`config.mk`:
```
export PLATFORM = sky130hd
export DESIGN_NAME = pipm_mapper
export DESIGN_NICKNAME = d
export VERILOG_FILES = /design/src/pkg/pipm_pkg.sv /design/src/verilog/pipm_mapper.sv
export SDC_FILE = /design/constraint.sdc
export NUM_CORES = 1
export LEC_CHECK = 0
export BUFFER_PORTS_ARGS = -buffer_cell sky130_fd_sc_hd__buf_2
export CORE_MARGIN = 2
export CORE_UTILIZATION = 43
export CTS_CLUSTER_SIZE = 12
export DETAILED_ROUTE_END_ITERATION = 8
export PLACE_DENSITY = 0.85
export SYNTH_ARGS = -nofsm -noshare
export SYNTH_HDL_FRONTEND = slang
export SYNTH_SLANG_ARGS = --single-unit
```
`constraint.sdc`:
```
create_clock -name clock -period 1.39 [get_ports clock]
set_input_delay 0.2085 -clock clock [delete_from_list [all_inputs] [get_ports clock]]
set_output_delay 0.2085 -clock clock [all_outputs]
set_load 0.01 [all_outputs]
```
`src/pkg/pipm_pkg.sv`:
```
// Function
// - Command bytes 0 and 1 carry the 16-bit setpoint, low byte first.
// - Command byte 2: run permit, stall clear; byte 3: force retract, force extend.
// - Response: position low first, five status flags, three end and band flags.
// - Network object instance accepts allocate connection set service 4BH.
// - Network object instance accepts release connection set service 4CH.
// - Assembly attributes 1 and 2 refused; data attribute 3 get and set.
// - Network attributes 6 to 9 refused; 1 to 5 read only; bus-off setting 00H.
// - Message router has nothing; every request to it is unsupported.
package pipm_pkg;
   localparam logic [7:0] SVC_GET        = 8'h0E;
   localparam logic [7:0] SVC_SET        = 8'h10;
   localparam logic [7:0] SVC_ALLOCATE   = 8'h4B;
   localparam logic [7:0] SVC_RELEASE    = 8'h4C;
   localparam logic [7:0] CLS_ROUTER     = 8'h02;
   localparam logic [7:0] CLS_NETWORK    = 8'h03;
   localparam logic [7:0] CLS_ASSEMBLY   = 8'h04;
   localparam logic [7:0] ATTR_DATA      = 8'h03;
   localparam logic [7:0] ATTR_BUS_OFF_SETTING = 8'h03;
   localparam logic [7:0] ATTR_RO_LAST   = 8'h05;
   localparam logic [7:0] ATTR_FIRST     = 8'h01;
   localparam logic [7:0] BUS_OFF_SETTING_VALUE = 8'h00;
   localparam logic [7:0] INST_ONE       = 8'h01;
   localparam logic [7:0] INST_CLASS     = 8'h00;
   // Bit positions inside the four-byte payloads
   localparam int         BYTE0_LSB       = 0;
   localparam int         BYTE1_LSB       = 8;
   localparam int         CMD_RUN_BIT     = 16;
   localparam int         CMD_CLEAR_BIT   = 17;
   localparam int         CMD_RETRACT_BIT = 24;
   localparam int         CMD_EXTEND_BIT  = 25;
   localparam int         RSP_STATUS_LSB  = 16;
   localparam int         RSP_END_LSB     = 24;
   // Answer codes on the answer port
   localparam logic [1:0] ANS_OK         = 2'h0;
   localparam logic [1:0] ANS_UNSUPP     = 2'h1;
   localparam logic [1:0] ANS_NOTGET     = 2'h2;
   localparam logic [1:0] ANS_NOTSET     = 2'h3;

   typedef struct packed {
      logic [7:0] svc;
      logic [7:0] cls;
      logic [7:0] inst;
      logic [7:0] attr;
   } pipm_req_t;

   typedef struct packed {
      logic       reqOk;
      logic [1:0] code;
      logic       toAlloc;
      logic       toRelease;
      logic       isBusOffSetting;
      logic       getData;
      logic       setData;
   } pipm_ans_t;

   typedef struct packed {
      logic [15:0] positionSetpoint;
      logic        driveRunPermit;
      logic        stallLatchClear;
      logic        forceRetract;
      logic        forceExtend;
   } pipm_cmd_t;

   typedef struct packed {
      logic [15:0] measuredPosition;
      logic        remoteLocal;
      logic        error;
      logic        motorStall;
      logic        illegalInput;
      logic        memoryFault;
      logic        retractEndFlag;
      logic        extendEndFlag;
      logic        deviationWithinBand;
   } pipm_stat_t;
endpackage

```
`src/verilog/pipm_mapper.sv`:
```
`timescale 1ns/1ps
`default_nettype none
module pipm_mapper
(
   input  wire logic                clock,
   input  wire logic                arst_n,
   input  wire logic                cmdValid,
   input  wire logic [31:0]         cmdPayload,
   output logic                     cmdLoaded,
   output pipm_pkg::pipm_cmd_t      cmdOut,
   input  wire pipm_pkg::pipm_stat_t statIn,
   output logic [31:0]              rspPayload,
   input  wire logic                reqValid,
   input  wire pipm_pkg::pipm_req_t req,
   output logic                     ansValid,
   output pipm_pkg::pipm_ans_t      ans,
   output logic [7:0]               ansData,
   output logic                     connAllocated
);
   pipm_pkg::pipm_cmd_t cmd_reg, cmd_next;
   logic [31:0]         rsp_reg, rsp_next;
   logic                loaded_reg, loaded_next;
   pipm_pkg::pipm_ans_t ans_reg, ans_next;
   logic                ansV_reg, ansV_next;
   logic [7:0]          data_reg, data_next;
   logic                alloc_reg, alloc_next;
   pipm_pkg::pipm_ans_t dec;

   // Unpack command payload; unused bits dropped
   always_comb
   begin
      cmd_next    = cmd_reg;
      loaded_next = cmdValid;
      if (cmdValid)
      begin
         cmd_next.positionSetpoint = {cmdPayload[pipm_pkg::BYTE1_LSB +: 8],
                                      cmdPayload[pipm_pkg::BYTE0_LSB +: 8]};
         cmd_next.driveRunPermit   = cmdPayload[pipm_pkg::CMD_RUN_BIT];
         cmd_next.stallLatchClear  = cmdPayload[pipm_pkg::CMD_CLEAR_BIT];
         cmd_next.forceRetract     = cmdPayload[pipm_pkg::CMD_RETRACT_BIT];
         cmd_next.forceExtend      = cmdPayload[pipm_pkg::CMD_EXTEND_BIT];
      end
   end

   // Pack response payload every cycle, spare bits zero
   always_comb
   begin
      rsp_next        = 32'h0000_0000;
      rsp_next[pipm_pkg::BYTE0_LSB +: 16]     = statIn.measuredPosition;
      rsp_next[pipm_pkg::RSP_STATUS_LSB +: 5] = {statIn.memoryFault, statIn.illegalInput,
                         statIn.motorStall, statIn.error, statIn.remoteLocal};
      rsp_next[pipm_pkg::RSP_END_LSB +: 3]    = {statIn.deviationWithinBand,
                         statIn.extendEndFlag, statIn.retractEndFlag};
   end

   // Decode explicit requests against the object model
   always_comb
   begin
      dec = '0;
      dec.code = pipm_pkg::ANS_UNSUPP;
      case (req.cls)
         pipm_pkg::CLS_ROUTER: dec.code = pipm_pkg::ANS_UNSUPP;
         pipm_pkg::CLS_NETWORK:
         begin
            if (req.inst == pipm_pkg::INST_ONE)
            begin
               if (req.svc == pipm_pkg::SVC_ALLOCATE)
               begin
                  dec.code = pipm_pkg::ANS_OK;
                  dec.toAlloc = 1'b1;
               end
               else if (req.svc == pipm_pkg::SVC_RELEASE)
               begin
                  dec.code = pipm_pkg::ANS_OK;
                  dec.toRelease = 1'b1;
               end
               else if (req.attr >= pipm_pkg::ATTR_FIRST && req.attr <= pipm_pkg::ATTR_RO_LAST)
               begin
                  if (req.svc == pipm_pkg::SVC_GET)
                  begin
                     dec.code = pipm_pkg::ANS_OK;
                     dec.isBusOffSetting = (req.attr == pipm_pkg::ATTR_BUS_OFF_SETTING);
                  end
                  else if (req.svc == pipm_pkg::SVC_SET)
                     dec.code = pipm_pkg::ANS_NOTSET;
               end
               else if (req.svc == pipm_pkg::SVC_GET)
                  dec.code = pipm_pkg::ANS_NOTGET;
               else if (req.svc == pipm_pkg::SVC_SET)
                  dec.code = pipm_pkg::ANS_NOTSET;
            end
         end
         pipm_pkg::CLS_ASSEMBLY:
         begin
            if (req.inst == pipm_pkg::INST_ONE)
            begin
               if (req.attr == pipm_pkg::ATTR_DATA && req.svc == pipm_pkg::SVC_GET)
               begin
                  dec.code = pipm_pkg::ANS_OK;
                  dec.getData = 1'b1;
               end
               else if (req.attr == pipm_pkg::ATTR_DATA && req.svc == pipm_pkg::SVC_SET)
               begin
                  dec.code = pipm_pkg::ANS_OK;
                  dec.setData = 1'b1;
               end
               else if (req.svc == pipm_pkg::SVC_GET)
                  dec.code = pipm_pkg::ANS_NOTGET;
               else if (req.svc == pipm_pkg::SVC_SET)
                  dec.code = pipm_pkg::ANS_NOTSET;
            end
         end
         default: dec.code = pipm_pkg::ANS_UNSUPP;
      endcase
      dec.reqOk = (dec.code == pipm_pkg::ANS_OK);
   end

   // Answer and connection state next values
   always_comb
   begin
      ans_next   = ans_reg;
      ansV_next  = reqValid;
      data_next  = data_reg;
      alloc_next = alloc_reg;
      if (reqValid)
      begin
         ans_next  = dec;
         data_next = dec.isBusOffSetting ? pipm_pkg::BUS_OFF_SETTING_VALUE : 8'h00;
         if (dec.toAlloc)
            alloc_next = 1'b1;
         else if (dec.toRelease)
            alloc_next = 1'b0;
      end
   end

   // Register all state
   always_ff @(posedge clock or negedge arst_n)
   begin
      if (!arst_n)
      begin
         cmd_reg    <= '0;
         rsp_reg    <= 32'h0000_0000;
         loaded_reg <= 1'b0;
         ans_reg    <= '0;
         ansV_reg   <= 1'b0;
         data_reg   <= 8'h00;
         alloc_reg  <= 1'b0;
      end
      else
      begin
         cmd_reg    <= cmd_next;
         rsp_reg    <= rsp_next;
         loaded_reg <= loaded_next;
         ans_reg    <= ans_next;
         ansV_reg   <= ansV_next;
         data_reg   <= data_next;
         alloc_reg  <= alloc_next;
      end
   end

   assign cmdOut        = cmd_reg;
   assign rspPayload    = rsp_reg;
   assign cmdLoaded     = loaded_reg;
   assign ans           = ans_reg;
   assign ansValid      = ansV_reg;
   assign ansData       = data_reg;
   assign connAllocated = alloc_reg;

   // Checks
   setpoint_order_a: assert property (@(posedge clock) disable iff (!arst_n)
      cmdValid |=> cmdOut.positionSetpoint == {$past(cmdPayload[15:8]), $past(cmdPayload[7:0])})
      else $error("setpoint byte order wrong");
   ctrl_bits_a: assert property (@(posedge clock) disable iff (!arst_n)
      cmdValid |=> cmdOut.driveRunPermit == $past(cmdPayload[16])
                && cmdOut.stallLatchClear == $past(cmdPayload[17])
                && cmdOut.forceRetract == $past(cmdPayload[24])
                && cmdOut.forceExtend == $past(cmdPayload[25]))
      else $error("control bits misplaced");
   rsp_pack_a: assert property (@(posedge clock) disable iff (!arst_n)
      ##1 rspPayload[15:0] == $past(statIn.measuredPosition)
       && rspPayload[18] == $past(statIn.motorStall)
       && rspPayload[26] == $past(statIn.deviationWithinBand))
      else $error("response packing wrong");
   rsp_spare_a: assert property (@(posedge clock) disable iff (!arst_n)
      rspPayload[31:27] == 5'h00 && rspPayload[23:21] == 3'h0)
      else $error("spare response bits set");
   alloc_svc_a: assert property (@(posedge clock) disable iff (!arst_n)
      reqValid && req.cls == pipm_pkg::CLS_NETWORK && req.inst == pipm_pkg::INST_ONE
      && req.svc == pipm_pkg::SVC_ALLOCATE |=> ansValid && ans.reqOk && connAllocated)
      else $error("allocate not accepted");
   release_svc_a: assert property (@(posedge clock) disable iff (!arst_n)
      reqValid && req.cls == pipm_pkg::CLS_NETWORK && req.inst == pipm_pkg::INST_ONE
      && req.svc == pipm_pkg::SVC_RELEASE |=> ansValid && ans.reqOk && !connAllocated)
      else $error("release not accepted");
   asm_attr_a: assert property (@(posedge clock) disable iff (!arst_n)
      reqValid && req.cls == pipm_pkg::CLS_ASSEMBLY && req.inst == pipm_pkg::INST_ONE
      && req.attr != pipm_pkg::ATTR_DATA && req.svc == pipm_pkg::SVC_GET
      |=> ansValid && ans.code == pipm_pkg::ANS_NOTGET)
      else $error("assembly attribute get allowed");
   asm_data_a: assert property (@(posedge clock) disable iff (!arst_n)
      reqValid && req.cls == pipm_pkg::CLS_ASSEMBLY && req.inst == pipm_pkg::INST_ONE
      && req.attr == pipm_pkg::ATTR_DATA
      && (req.svc == pipm_pkg::SVC_GET || req.svc == pipm_pkg::SVC_SET)
      |=> ansValid && ans.reqOk && (ans.getData || ans.setData))
      else $error("assembly data access refused");
   net_attr_a: assert property (@(posedge clock) disable iff (!arst_n)
      reqValid && req.cls == pipm_pkg::CLS_NETWORK && req.svc == pipm_pkg::SVC_SET
      && req.inst == pipm_pkg::INST_ONE |=> !ans.reqOk)
      else $error("network attribute set allowed");
   bus_off_read_a: assert property (@(posedge clock) disable iff (!arst_n)
      reqValid && req.cls == pipm_pkg::CLS_NETWORK && req.inst == pipm_pkg::INST_ONE
      && req.svc == pipm_pkg::SVC_GET && req.attr == pipm_pkg::ATTR_BUS_OFF_SETTING
      |=> ansValid && ans.reqOk && ansData == pipm_pkg::BUS_OFF_SETTING_VALUE)
      else $error("bus-off setting read wrong");
   router_rej_a: assert property (@(posedge clock) disable iff (!arst_n)
      reqValid && req.cls == pipm_pkg::CLS_ROUTER |=> ans.code == pipm_pkg::ANS_UNSUPP)
      else $error("router request accepted");

   // Main scenarios worth seeing once
   cmd_cov_c: cover property (@(posedge clock) disable iff (!arst_n)
      cmdValid ##1 cmdOut.driveRunPermit);
   alloc_cov_c: cover property (@(posedge clock) disable iff (!arst_n)
      connAllocated ##[1:20] !connAllocated);
   data_cov_c: cover property (@(posedge clock) disable iff (!arst_n)
      ansValid && ans.setData);
   unsupp_cov_c: cover property (@(posedge clock) disable iff (!arst_n)
      ansValid && ans.code == pipm_pkg::ANS_UNSUPP);
endmodule // pipm_mapper
`default_nettype wire

```
Word-level counts from Yosys, hierarchy flattened
Cells that the tools add are included.

Register bits after elaboration: 55. Bits in latches: 0. Memory bits (writable): 0. Memory bits (read-only): 0. Input port bits: 92. Memories: 0.

Add/subtract/negate cells: 0. $mul: 0. Div/mod/pow operators: 0. Magnitude comparators: 2. Equality and inequality tests: 8. Shift-type cells: 0. Muxes and demuxes: 25. Bitwise gates (word level): 0. Reductions and logical operators: 6.

Operators with widths (count): 2-bit two-way mux (12); 8-bit by 2-bit == test with 1-bit output, second input constant (2); 8-bit by 7-bit == test with 1-bit output, second input constant (2); 1-bit two-way mux (10); 8-bit by 1-bit == test with 1-bit output, second input constant (1); 8-bit by 3-bit == test with 1-bit output, second input constant (1); 8-bit by 4-bit == test with 1-bit output, second input constant (1); 8-bit by 5-bit == test with 1-bit output, second input constant (1); 8-bit by 1-bit greater-or-equal comparator with 1-bit output, second input constant (1); 8-bit by 3-bit less-or-equal comparator with 1-bit output, second input constant (1); 5-bit two-way mux (1); 2-bit case mux with 2 select lines (1); 1-bit logical AND (3); 3-bit two-way mux (1); 2-bit zero test (1); 2-bit AND reduction (1); 2-bit nonzero test (1).

Logic depth before layout (Yosys ltp)
Gate-level depths: netlist (run 1).

Depth after elaboration: 10. Depth in mapped cells: 5.

Worst setup path after synthesis (run 1)
Ideal clock, no wire load.

Path kind: input -> register. Start point: input req[4] (netlist bit). End point: register ans_reg (netlist bit ans[6]). Setup time: 120 ps. Arrival time: 1270 ps. Path slack: 0 ps. Stages: 5. Buffers on the path: 0. Cells stage by stage: or4_1 -> nor2_1 -> and3_1 -> o22ai_1 -> a41o_1.

Word-level cells in the longest chain between the ends: 7. Elaborated cells between the ends (all ways): 14. Those cells by class: 2 x order compare; 1 x eq/ne; 8 x mux; 3 x reduce/logical.

RTL lines: start: declaration (line pipm_mapper.sv:14) `input wire pipm_pkg::pipm_req_t req,`; 8-bit by 1-bit greater-or-equal comparator with 1-bit output / 8-bit by 3-bit less-or-equal comparator with 1-bit output (equally long branches) (line pipm_mapper.sv:77) `else if (req.attr >= pipm_pkg::ATTR_FIRST && req.attr <= pipm_pkg::ATTR_RO_LAST)`; 1-bit logical AND (line pipm_mapper.sv:77); 2-bit two-way mux (line pipm_mapper.sv:77); 2-bit two-way mux (line pipm_mapper.sv:72) `else if (req.svc == pipm_pkg::SVC_RELEASE)`; 2-bit two-way mux (line pipm_mapper.sv:67) `if (req.svc == pipm_pkg::SVC_ALLOCATE)`; 5-bit two-way mux (line pipm_mapper.sv:65) `if (req.inst == pipm_pkg::INST_ONE)`; 2-bit case mux with 2 select lines * (line pipm_mapper.sv:61) `case (req.cls)`; end signal: assignment (line pipm_mapper.sv:154) `ans_reg <= ans_next;`; end: declaration (line pipm_mapper.sv:23) `pipm_pkg::pipm_ans_t ans_reg, ans_next;`.

Mark *: on every way between the ends. The rest lies on a longest branch, timed or not. A chain may end at the register's enable or synchronous reset.

Worst setup path in the final report (run 1)
Start point: input req[9] (netlist bit). End point: register ans_reg (netlist bit ans[7]).

Word-level cells in the longest chain between the ends: 4. Elaborated cells between the ends (all ways): 5. Those cells by class: 1 x eq/ne; 3 x mux; 1 x reduce/logical.

RTL lines: 8-bit by 1-bit == test with 1-bit output * (line pipm_mapper.sv:65, pipm_mapper.sv:95); 2-bit two-way mux / 5-bit two-way mux (equally long branches) (line pipm_mapper.sv:95, pipm_mapper.sv:65); 2-bit case mux with 2 select lines * (line pipm_mapper.sv:61); 2-bit zero test * (line pipm_mapper.sv:115) `dec.reqOk = (dec.code == pipm_pkg::ANS_OK);`.

Marks and branches as above.

==> results of run 1 <==
through the flow:
stage	hold slack (ns)	instances	setup WS (ns)	power [W]
after CTS	0.00137	392	0.0835	0.00312
after global placement	0.223	364	-0.129	0.00221
final	0.0119	396	0.142	0.00308
after global routing	0.00631	396	-0.00991	0.00324
after floorplan	-0.0871	164	0.0385	0.00197
after detailed placement	0.229	364	-0.267	0.00223
worst min-delay path by stage:
stage          startpoint             end  cells past startpoint  slack, ns
2_1_floorplan      arst_n        ansValid                      0      -0.09
3_3_place_gp       arst_n      cmdOut[12]                      2       0.22
3_5_place_dp       arst_n      cmdOut[12]                      2       0.23
4_1_cts        statIn[16]   rspPayload[8]                      1      0.001
5_1_grt         statIn[2]  rspPayload[24]                      1      0.006
6_report        statIn[2]  rspPayload[24]                      1       0.01
per-layer routing:
layer  share of wire, %  track usage [%]  vias to the layer above
met1                 35             18.3                      854
met4                2.2             6.63                        0
li1                   -                -                      872
met3                9.5             5.76                       11
met5                  0                0                        -
met2                 53             32.2                      102
synth_stat cells (3+ instances only):
cell                      instances  area [um^2]
sky130_fd_sc_hd__a21oi_1          3         15.0
sky130_fd_sc_hd__and3b_1          3         26.3
sky130_fd_sc_hd__buf_4           16          120
sky130_fd_sc_hd__dfrtp_1         55         1380
sky130_fd_sc_hd__mux2_2          20          225
sky130_fd_sc_hd__nand2_1          3         11.3
sky130_fd_sc_hd__nor2_1           3         11.3
sky130_fd_sc_hd__nor4_2           3         37.5
sky130_fd_sc_hd__nor4b_1          4         35.0
area by class of cell:
cell class	count	area, um^2
clock inverters	3	20.0
flip-flops and latches	55	1380
clock buffers	5	68.8
multi-input cells	89	737
repair buffers	175	1050
inverters	2	7.51
fillers	365	1470
well taps	67	83.8
logic make-up (layout without fill, tap and decap cells):
group | after synthesis | after routing | synth area share, %
AO/OA/AOI/OAI | 15 | 15 | 5.86
buffers and inverters | 20 | 185 | 6.20
flip-flops | 55 | 55 | 63.2
multiplexers | 20 | 20 | 10.3
other | 1 | 16 | 0.172
AND/OR/NAND/NOR | 38 | 38 | 14.2
power groups by stage:
stage | sequential, W | combinational [W] | clock, W
detailed placement | 0.00176 | 0.000464 | 0
global route | 0.00174 | 0.000571 | 0.000934
global placement | 0.00176 | 0.000453 | 0
finish | 0.00173 | 0.000516 | 0.000839
CTS | 0.00173 | 0.000510 | 0.000885
floorplan | 0.00181 | 0.000150 | 0
timing repair:
item,in CTS,in global routing
gates resized for setup,0,2
endpoints found under the hold margin,74,4
endpoints found under the setup margin,0,1
hold buffers,20,4
==> impl_metrics.py, run 1 <==
metrics = {
    "placement": {
        "placed_cell_area_um2": 3000,
        "buffer_ports.inserted": 134,
        "dp_hpwl_um": 3930,
        "last_weighted_congestion_value_of_the_routability_driven_placer": 0.887,
    },
    "cells_and_area": {
        "design.final.nets": 420,
        "layout.cells.most_common_list": "sky130_fd_sc_hd__buf_2 (134), sky130_fd_sc_hd__dfrtp_1 (55), sky130_fd_sc_hd__dlygate4sd3_1 (24)",
        "final_design_area_no_fill_um2": 3340,
        "utilization_pct": 69.4,
        "largest_register_ffs": 24,
        "antennaDiodeCount": 0,
        "layout_commonest_cell": "sky130_fd_sc_hd__buf_2",
        "area_growth_pct": 53.5,
        "post_route_cells_drive_above_1_share_pct": 57.8,
    },
    "die": {
        "die_area_um2": 5650,
        "initial_core_util_pct": 45.2,
        "die_height_um": 75.2,
        "floorplan.io_pins": 163,
        "die_w_um": 75.2,
        "std_cell_rows": 25,
        "core_area_um2": 4820,
    },
    "job": {
        "max_cap_viol_count": 0,
    },
    "sta": {
        "fin_crit_sh_pct": 89.8,
        "timing.final.setup_violations": 0,
        "timing.final.hold_violations": 0,
        "timing.final.max_slew_violations": 0,
        "clock_skew_ns": 0,
        "setup_tns_ns": 0,
        "final_period_minus_worst_setup_slack_ns": 1.25,
        "maxClockFrequency_mhz": 801,
    },
    "cts": {
        "cts_inserted_buffers": 5,
        "clock_latency_reported_for_the_late_side_of_the_worst_skew_pair_ns": 0.30,
        "cts_htree_levels": 2,
        "clock_tree.root_cell": "sky130_fd_sc_hd__clkbuf_8",
        "clk_pin_slew_ns": 0.09,
        "number_of_post_cts_setup_repair_buffers": 0,
        "clkSinkCount": 55,
        "tritoncts": "yes",
        "cts_buffer_depth": 2,
    },
    "worst_setup_path": {
        "r2r-end": "ans[6]",
        "crit_slowest_cell": "sky130_fd_sc_hd__nor4b_2",
        "timing.critical_path.to": "ans[7]",
        "path_class": "input pin to flop",
        "critPathMaxStageDelay_ns": 0.37,
        "reg2reg_slack_ns": 0.58,
        "worstSetupEndpointType": "flop",
        "timing.critical_path.max_delay_family": "simple AND/OR/NAND/NOR gates",
        "crit_path_max_fanout": 2,
        "crit_chain": "buf_2 -> nor4b_2 -> nand3_2 -> nor4b_4 -> a32oi_1 -> a41oi_1",
        "critPathArrivalTime_ns": 1.47,
        "worst_setup_path_start_kind": "input pin",
        "cp_required_ns": 1.61,
        "critical_path.n_buffers_inverters": 1,
        "reg2reg_depth": 2,
        "crit_cells": 6,
        "regToRegStartpoint": "ans[6]",
        "timing.critical_path.from": "req[9]",
    },
    "worst_hold_path": {
        "hold_path.class": "input pin to flop",
    },
    "routing": {
        "dr.first_iter.drc_count": 54,
        "detail_route.wl_per_cell_um": 13.1,
        "route.detailed.vias_per_inst": 4.64,
        "drtAntennaViolNets": 0,
        "detailroute.via_count": 1839,
        "drt-total-wl_um": 5170,
        "drt_pre_antenna_iters": 4,
        "detail_route.drc_violations": 0,
    },
    "power_and_ir_drop": {
        "vdd_ir_drop_max_uv": 403,
        "comb_power_share_pct": 16.7,
        "seq_power_share_pct": 56.1,
        "power.static_leakage_nw": 1.70,
        "clk_pwr_share_pct": 27.2,
        "netSwitchingFraction_pct": 24.7,
        "cell_internal_pwr_w": 0.00232,
        "switchingPower_w": 0.000763,
        "pd_cells_nw_per_um2": 922,
    },
    "yosys": {
        "postSynthCellCount": 149,
        "yosysSeqAreaShare_pct": 63.2,
        "prevailing_post_synth_register_cell": "sky130_fd_sc_hd__dfrtp_1",
        "post_synthesis_average_cell_area_um2": 14.6,
        "synth.cell_area_um2": 2180,
        "synth_async_sr_flop_share_pct": 100,
        "number_of_storage_elements_in_the_synthesis_netlist": 55,
        "synth-edff-count": 0,
        "ys.warnings.count": 0,
        "ys_types": 39,
    },
    "global_route": {
        "gr-total-overflow": 0,
        "grt.total_usage_pct": 17.4,
        "antenna_found_initial": 0,
        "grt_first_pass_wirelength_um": 7410,
        "maximum_number_of_pins_on_one_net_before_global_route_repair": 56,
        "grt_pass1_vias": 1696,
    },
    "outcome": {
        "outcome": "finished, final reports clean",
    },
}
(Power assumes the default switching activity.)
==> run 2: changes to the inputs <==
- MAX_ROUTING_LAYER: default -> met4
==> run 2 against run 1 <==
  * Clock skew unchanged
  * Count of clock-buffer cells in the layout did not move
  * Total power is essentially flat
  * Final cell count unchanged
  * Routed wire length is essentially flat
  * Sequential power about the same
  * Combinational power hardly changed
==> impl_metrics.py, run 2 (synthesis gave the netlist of run 1 again) <==
metrics = {
    "outcome": {
        "outcome": "finished, final reports clean",
    },
    "die": {
        "die_height_um": 75.2,
        "die_w_um": 75.2,
        "die_area_um2": 5650,
        "core_area_um2": 4820,
        "initial_core_util_pct": 45.2,
        "floorplan.io_pins": 163,
        "std_cell_rows": 25,
    },
    "global_route": {
        "grt_pass1_vias": 1695,
        "maximum_number_of_pins_on_one_net_before_global_route_repair": 56,
        "grt.total_usage_pct": 18.0,
        "gr-total-overflow": 0,
        "antenna_found_initial": 0,
        "grt_first_pass_wirelength_um": 7420,
    },
    "power_and_ir_drop": {
        "vdd_ir_drop_max_uv": 403,
        "clk_pwr_share_pct": 27.2,
        "power_w": 0.00308,
        "cell_internal_pwr_w": 0.00232,
        "pd_cells_nw_per_um2": 922,
        "switchingPower_w": 0.000763,
        "comb_power_share_pct": 16.7,
        "power.static_leakage_nw": 1.70,
        "netSwitchingFraction_pct": 24.7,
        "seq_power_share_pct": 56.1,
    },
    "cells_and_area": {
        "design.final.nets": 420,
        "layout.cells.most_common_list": "sky130_fd_sc_hd__buf_2 (134), sky130_fd_sc_hd__dfrtp_1 (55), sky130_fd_sc_hd__dlygate4sd3_1 (24)",
        "utilization_pct": 69.4,
        "area_growth_pct": 53.5,
        "number_of_fillers_in_the_final_layout": 365,
        "finalNonFillerCells": 396,
        "antennaDiodeCount": 0,
        "post_route_cells_drive_above_1_share_pct": 57.8,
        "layout_commonest_cell": "sky130_fd_sc_hd__buf_2",
        "largest_register_ffs": 24,
    },
    "cts": {
        "cts_htree_levels": 2,
        "clock_latency_reported_for_the_late_side_of_the_worst_skew_pair_ns": 0.30,
        "clkSinkCount": 55,
        "clk_pin_slew_ns": 0.09,
        "tritoncts": "yes",
        "cts_inserted_buffers": 5,
        "clock_tree.root_cell": "sky130_fd_sc_hd__clkbuf_8",
        "cts_buffer_depth": 2,
    },
    "worst_setup_path": {
        "crit_chain": "buf_2 -> nor4b_2 -> nand3_2 -> nor4b_4 -> a32oi_1 -> a41oi_1",
        "worstSetupEndpointType": "flop",
        "critical_path.n_buffers_inverters": 1,
        "path_class": "input pin to flop",
        "cp_required_ns": 1.61,
        "worst_setup_path_start_kind": "input pin",
        "critPathArrivalTime_ns": 1.47,
        "critPathMaxStageDelay_ns": 0.37,
        "reg2reg_slack_ns": 0.58,
        "crit_path_max_fanout": 2,
        "crit_slowest_cell": "sky130_fd_sc_hd__nor4b_2",
        "timing.critical_path.max_delay_family": "simple AND/OR/NAND/NOR gates",
        "regToRegStartpoint": "ans[6]",
        "reg2reg_depth": 2,
        "r2r-end": "ans[6]",
    },
    "sta": {
        "timing.final.hold_violations": 0,
        "timing.final.max_slew_violations": 0,
        "setup_tns_ns": 0,
        "clock_skew_ns": 0,
        "final_period_minus_worst_setup_slack_ns": 1.25,
        "maxClockFrequency_mhz": 803,
        "fin_crit_sh_pct": 89.6,
        "whs_ns": 0.0118,
        "timing.final.setup_violations": 0,
    },
    "routing": {
        "detailroute.via_count": 1838,
        "dr.first_iter.drc_count": 51,
        "detail_route.drc_violations": 0,
        "drt_pre_antenna_iters": 4,
        "detail_route.wl_per_cell_um": 13.0,
        "drtAntennaViolNets": 0,
        "drt-total-wl_um": 5160,
        "route.detailed.vias_per_inst": 4.64,
    },
    "worst_hold_path": {
        "whs_endpoint": "rspPayload[24]",
        "hold-path-cell-count": 1,
        "min_from": "statIn[2]",
        "hold_path.class": "input pin to flop",
    },
    "placement": {
        "last_weighted_congestion_value_of_the_routability_driven_placer": 0.902,
        "place.detailed.instances": 364,
        "buffer_ports.inserted": 134,
        "dp_hpwl_um": 3930,
    },
    "job": {
        "max_cap_viol_count": 0,
    },
}
[run 2: cell counts in the layout (fill, tap and decap cells not counted)]
No cell type changed its count.
[run 2: per-stage QoR]
stage	setup WS, ns	area, um^2
finish	0.145	3340
global route	-0.00991	3340
CTS	0.0835	3290
detailed placement	-0.267	3000
global placement	-0.129	3000
floorplan	0.0385	2230
[run 2: power groups by stage]
stage / clock network [W] / logic, W / registers (W)
2_1_floorplan: 0 / 0.000150 / 0.00181
3_5_place_dp: 0 / 0.000464 / 0.00176
6_report: 0.000838 / 0.000516 / 0.00173
3_3_place_gp: 0 / 0.000453 / 0.00176
5_1_grt: 0.000934 / 0.000571 / 0.00174
4_1_cts: 0.000885 / 0.000510 / 0.00173
[run 2: cell type report]
cell class	instances	area (um^2)	share of cell area (%)
sequential	55	1380	41.2
tap	67	83.8	2.51
clock inverter	3	20.0	0.599
clock buffer	5	68.8	2.06
inverter	2	7.51	0.224
timing repair buffer	175	1050	31.4
multi-input combinational	89	737	22.0
[run 2: what timing repair did]
item | 4_1_cts | 5_1_grt
resized for setup | 0 | 2
endpoints found under the setup margin | 0 | 1
endpoints found under the hold margin | 74 | 4
buffers inserted | 0 | 0
hold buffers | 20 | 4
[run 2: how the worst max path moves through the flow]
stage / startpoint / slack (ns) / to / cells after the start
5_1_grt: req[9] / -0.01 / ans[7] / 6
4_1_cts: req[13] / 0.08 / ans[7] / 6
3_5_place_dp: req[13] / -0.27 / ans[7] / 6
2_1_floorplan: req[4] / 0.04 / ans[6] / 5
3_3_place_gp: req[4] / -0.13 / ans[6] / 6
6_report: req[9] / 0.14 / ans[7] / 6
[run 2: worst reg2reg max path, delay by kind of cell, from the launching register on]
kind / cells / cell delay [ns]
flops: 1 / 0.39
compound gates: 1 / 0.19
simple gates: 1 / 0.13
[run 2: layer usage]
metal,track usage [%],vias up,routed length [um]
met2,32.2,107,2740
met4,6.63,0,106
li1,-,872,-
met5,-,-,0
met1,18.7,847,1820
met3,5.22,12,499
==> run 3: changes to the inputs <==
- CORE_UTILIZATION: 43 -> 38
- PLACE_DENSITY: 0.85 -> 0.76
==> run 3 against run 2 <==
  * Die area is 12% higher
  * Combinational power is 4% lower
  * Non-clock buffer count is 8 lower
  * Clock skew stayed put
  * Register-to-register slack hardly changed
  * Fmax is 0.33% higher
  * Flip-flop and latch count stayed put
  * Sequential power hardly changed
  * Routed wire length is 0.66% higher
  * Worst setup slack better by 0.0041 ns
  * Highest routed layer unchanged
==> impl_metrics.py, run 3 (synthesis gave the netlist of run 1 again) <==
metrics = {
    "power_and_ir_drop": {
        "vdd_ir_drop_max_uv": 382,
        "clk_pwr_share_pct": 28.5,
        "comb_power_share_pct": 15.9,
        "pd_cells_nw_per_um2": 952,
        "switchingPower_w": 0.000757,
        "power.static_leakage_nw": 1.66,
        "power_w": 0.00312,
        "netSwitchingFraction_pct": 24.3,
        "seq_power_share_pct": 55.6,
        "cell_internal_pwr_w": 0.00236,
    },
    "sta": {
        "fin_crit_sh_pct": 89.3,
        "maxClockFrequency_mhz": 806,
        "clock_skew_ns": 0,
        "setup_tns_ns": 0,
        "final_period_minus_worst_setup_slack_ns": 1.24,
        "timing.final.hold_violations": 0,
        "timing.final.max_slew_violations": 0,
        "timing.final.setup_violations": 0,
        "grt_setup_unrepaired": "false",
    },
    "worst_setup_path": {
        "path_class": "input pin to flop",
        "worst_setup_path_start_kind": "input pin",
        "cp_required_ns": 1.60,
        "crit_path_max_fanout": 2,
        "critPathMaxStageDelay_ns": 0.32,
        "worstSetupEndpointType": "flop",
        "timing.critical_path.max_delay_family": "simple AND/OR/NAND/NOR gates",
        "crit_chain": "buf_2 -> nor4_2 -> nand3_1 -> nor4b_2 -> a32oi_1 -> a41oi_1",
        "crit_slowest_cell": "sky130_fd_sc_hd__nor4b_2",
        "critical_path.n_buffers_inverters": 1,
        "critPathArrivalTime_ns": 1.45,
    },
    "routing": {
        "drt_pre_antenna_iters": 4,
        "drt-total-wl_um": 5200,
        "route.detailed.vias_per_inst": 4.54,
        "detail_route.wl_per_cell_um": 13.2,
        "drtAntennaViolNets": 0,
        "dr.first_iter.drc_count": 79,
        "detail_route.drc_violations": 0,
        "detailroute.via_count": 1785,
    },
    "cts": {
        "clkSinkCount": 55,
        "clk_pin_slew_ns": 0.09,
        "cts_inserted_buffers": 5,
        "clock_latency_reported_for_the_late_side_of_the_worst_skew_pair_ns": 0.29,
        "tritoncts": "yes",
        "cts_htree_levels": 2,
        "clock_tree.root_cell": "sky130_fd_sc_hd__clkbuf_8",
        "cts_buffer_depth": 2,
    },
    "cells_and_area": {
        "post_route_cells_drive_above_1_share_pct": 59.2,
        "utilization_pct": 59.4,
        "antennaDiodeCount": 0,
        "layout_commonest_cell": "sky130_fd_sc_hd__buf_2",
        "largest_register_ffs": 24,
        "number_of_fillers_in_the_final_layout": 465,
        "design.final.nets": 412,
        "layout.cells.most_common_list": "sky130_fd_sc_hd__buf_2 (134), sky130_fd_sc_hd__dfrtp_1 (55), sky130_fd_sc_hd__mux2_2 (20)",
        "area_growth_pct": 50.3,
    },
    "die": {
        "die_height_um": 79.7,
        "floorplan.io_pins": 163,
        "die_w_um": 79.7,
        "core_area_um2": 5510,
        "die_area_um2": 6350,
        "std_cell_rows": 27,
        "initial_core_util_pct": 39.6,
    },
    "global_route": {
        "antenna_found_initial": 0,
        "grt_first_pass_wirelength_um": 7480,
        "gr-total-overflow": 0,
        "grt.total_usage_pct": 15.7,
        "maximum_number_of_pins_on_one_net_before_global_route_repair": 56,
        "grt_pass1_vias": 1614,
    },
    "job": {
        "max_cap_viol_count": 0,
    },
    "outcome": {
        "outcome": "finished, final reports clean",
    },
    "worst_hold_path": {
        "hold_path.class": "input pin to flop",
    },
    "placement": {
        "buffer_ports.inserted": 134,
        "last_weighted_congestion_value_of_the_routability_driven_placer": 0.845,
        "dp_hpwl_um": 4090,
    },
}
run 3: cell types whose count changed in the layout (fill, tap and decap cells not counted):
| cell | previous run | this run |
|---|---|---|
| sky130_fd_sc_hd__dlygate4sd3_1 | 24 | 16 |
| sky130_fd_sc_hd__nor4b_2 | 1 | 3 |
| sky130_fd_sc_hd__clkbuf_8 | 5 | 6 |
| sky130_fd_sc_hd__clkinv_2 | 1 | 0 |
| sky130_fd_sc_hd__clkinv_4 | 0 | 1 |
| sky130_fd_sc_hd__clkinvlp_4 | 2 | 1 |
| sky130_fd_sc_hd__nand3_1 | 0 | 1 |
| sky130_fd_sc_hd__nand3_2 | 2 | 1 |
| sky130_fd_sc_hd__nor4b_1 | 4 | 3 |
| sky130_fd_sc_hd__nor4b_4 | 1 | 0 |
run 3: final cells by class:
class                           count  area (um^2)  share of cell area [%]
Clock buffer                        6         82.6                    2.52
Clock inverter                      2         16.3                   0.497
Inverter                            2         7.51                   0.229
Multi-Input combinational cell     89          729                    22.3
Sequential cell                    55         1380                    42.0
Tap cell                           72         90.1                    2.75
Timing Repair Buffer              167          971                    29.7
run 3: power groups by stage:
stage	clock [W]	combinational [W]	sequential, W
4_1_cts	0.000930	0.000472	0.00173
2_1_floorplan	0	0.000150	0.00181
6_report	0.000888	0.000496	0.00173
3_5_place_dp	0	0.000464	0.00177
3_3_place_gp	0	0.000453	0.00176
5_1_grt	0.00100	0.000542	0.00174
run 3: repair_timing:
item / CTS / global route
hold buffers: 3 / 13
resized for setup: 0 / 1
endpoints found under the hold margin: 57 / 13
setup buffers: 0 / 0
endpoints found under the setup margin: 0 / 1
run 3: worst reg2reg max path: stages (launching register included):
cell and delay, ns:
sky130_fd_sc_hd__dfrtp_1 0.38, sky130_fd_sc_hd__nor2b_1 0.13, sky130_fd_sc_hd__a41o_1 0.20
run 3: metrics by stage:
| stage | worst slack, ns | instances | hold slack, ns | cell area, um^2 |
|---|---|---|---|---|
| 3_3_place_gp | -0.129 | 369 | 0.223 | 3010 |
| 3_5_place_dp | -0.194 | 369 | 0.224 | 3010 |
| 5_1_grt | 0.0203 | 393 | -0.000985 | 3270 |
| 6_report | 0.149 | 393 | 0.0132 | 3270 |
| 2_1_floorplan | 0.0385 | 164 | -0.0871 | 2230 |
| 4_1_cts | 0.143 | 380 | 0.000678 | 3140 |
run 3: path summary, 6_finish.rpt:
| check | start | to | slack [ns] | depth (start not counted) |
|---|---|---|---|---|
| min in group asynchronous | arst_n | cmdOut[8] | 0.43 | 3 |
| max reg2reg | ans[6] | ans[6] | 0.59 | 2 |
| min reg2reg | ans[2] | ans[2] | 0.49 | 1 |
| min | statIn[2] | rspPayload[24] | 0.01 | 1 |
| max in group asynchronous | arst_n | rspPayload[15] | 0.72 | 3 |
| max | req[13] | ans[7] | 0.15 | 6 |
run 3: layer usage:
layer | track usage, % | routed length (um)
met5 | - | 0
met4 | 3.62 | 46
met2 | 29.1 | 2710
met1 | 17.4 | 1960
met3 | 3.17 | 478
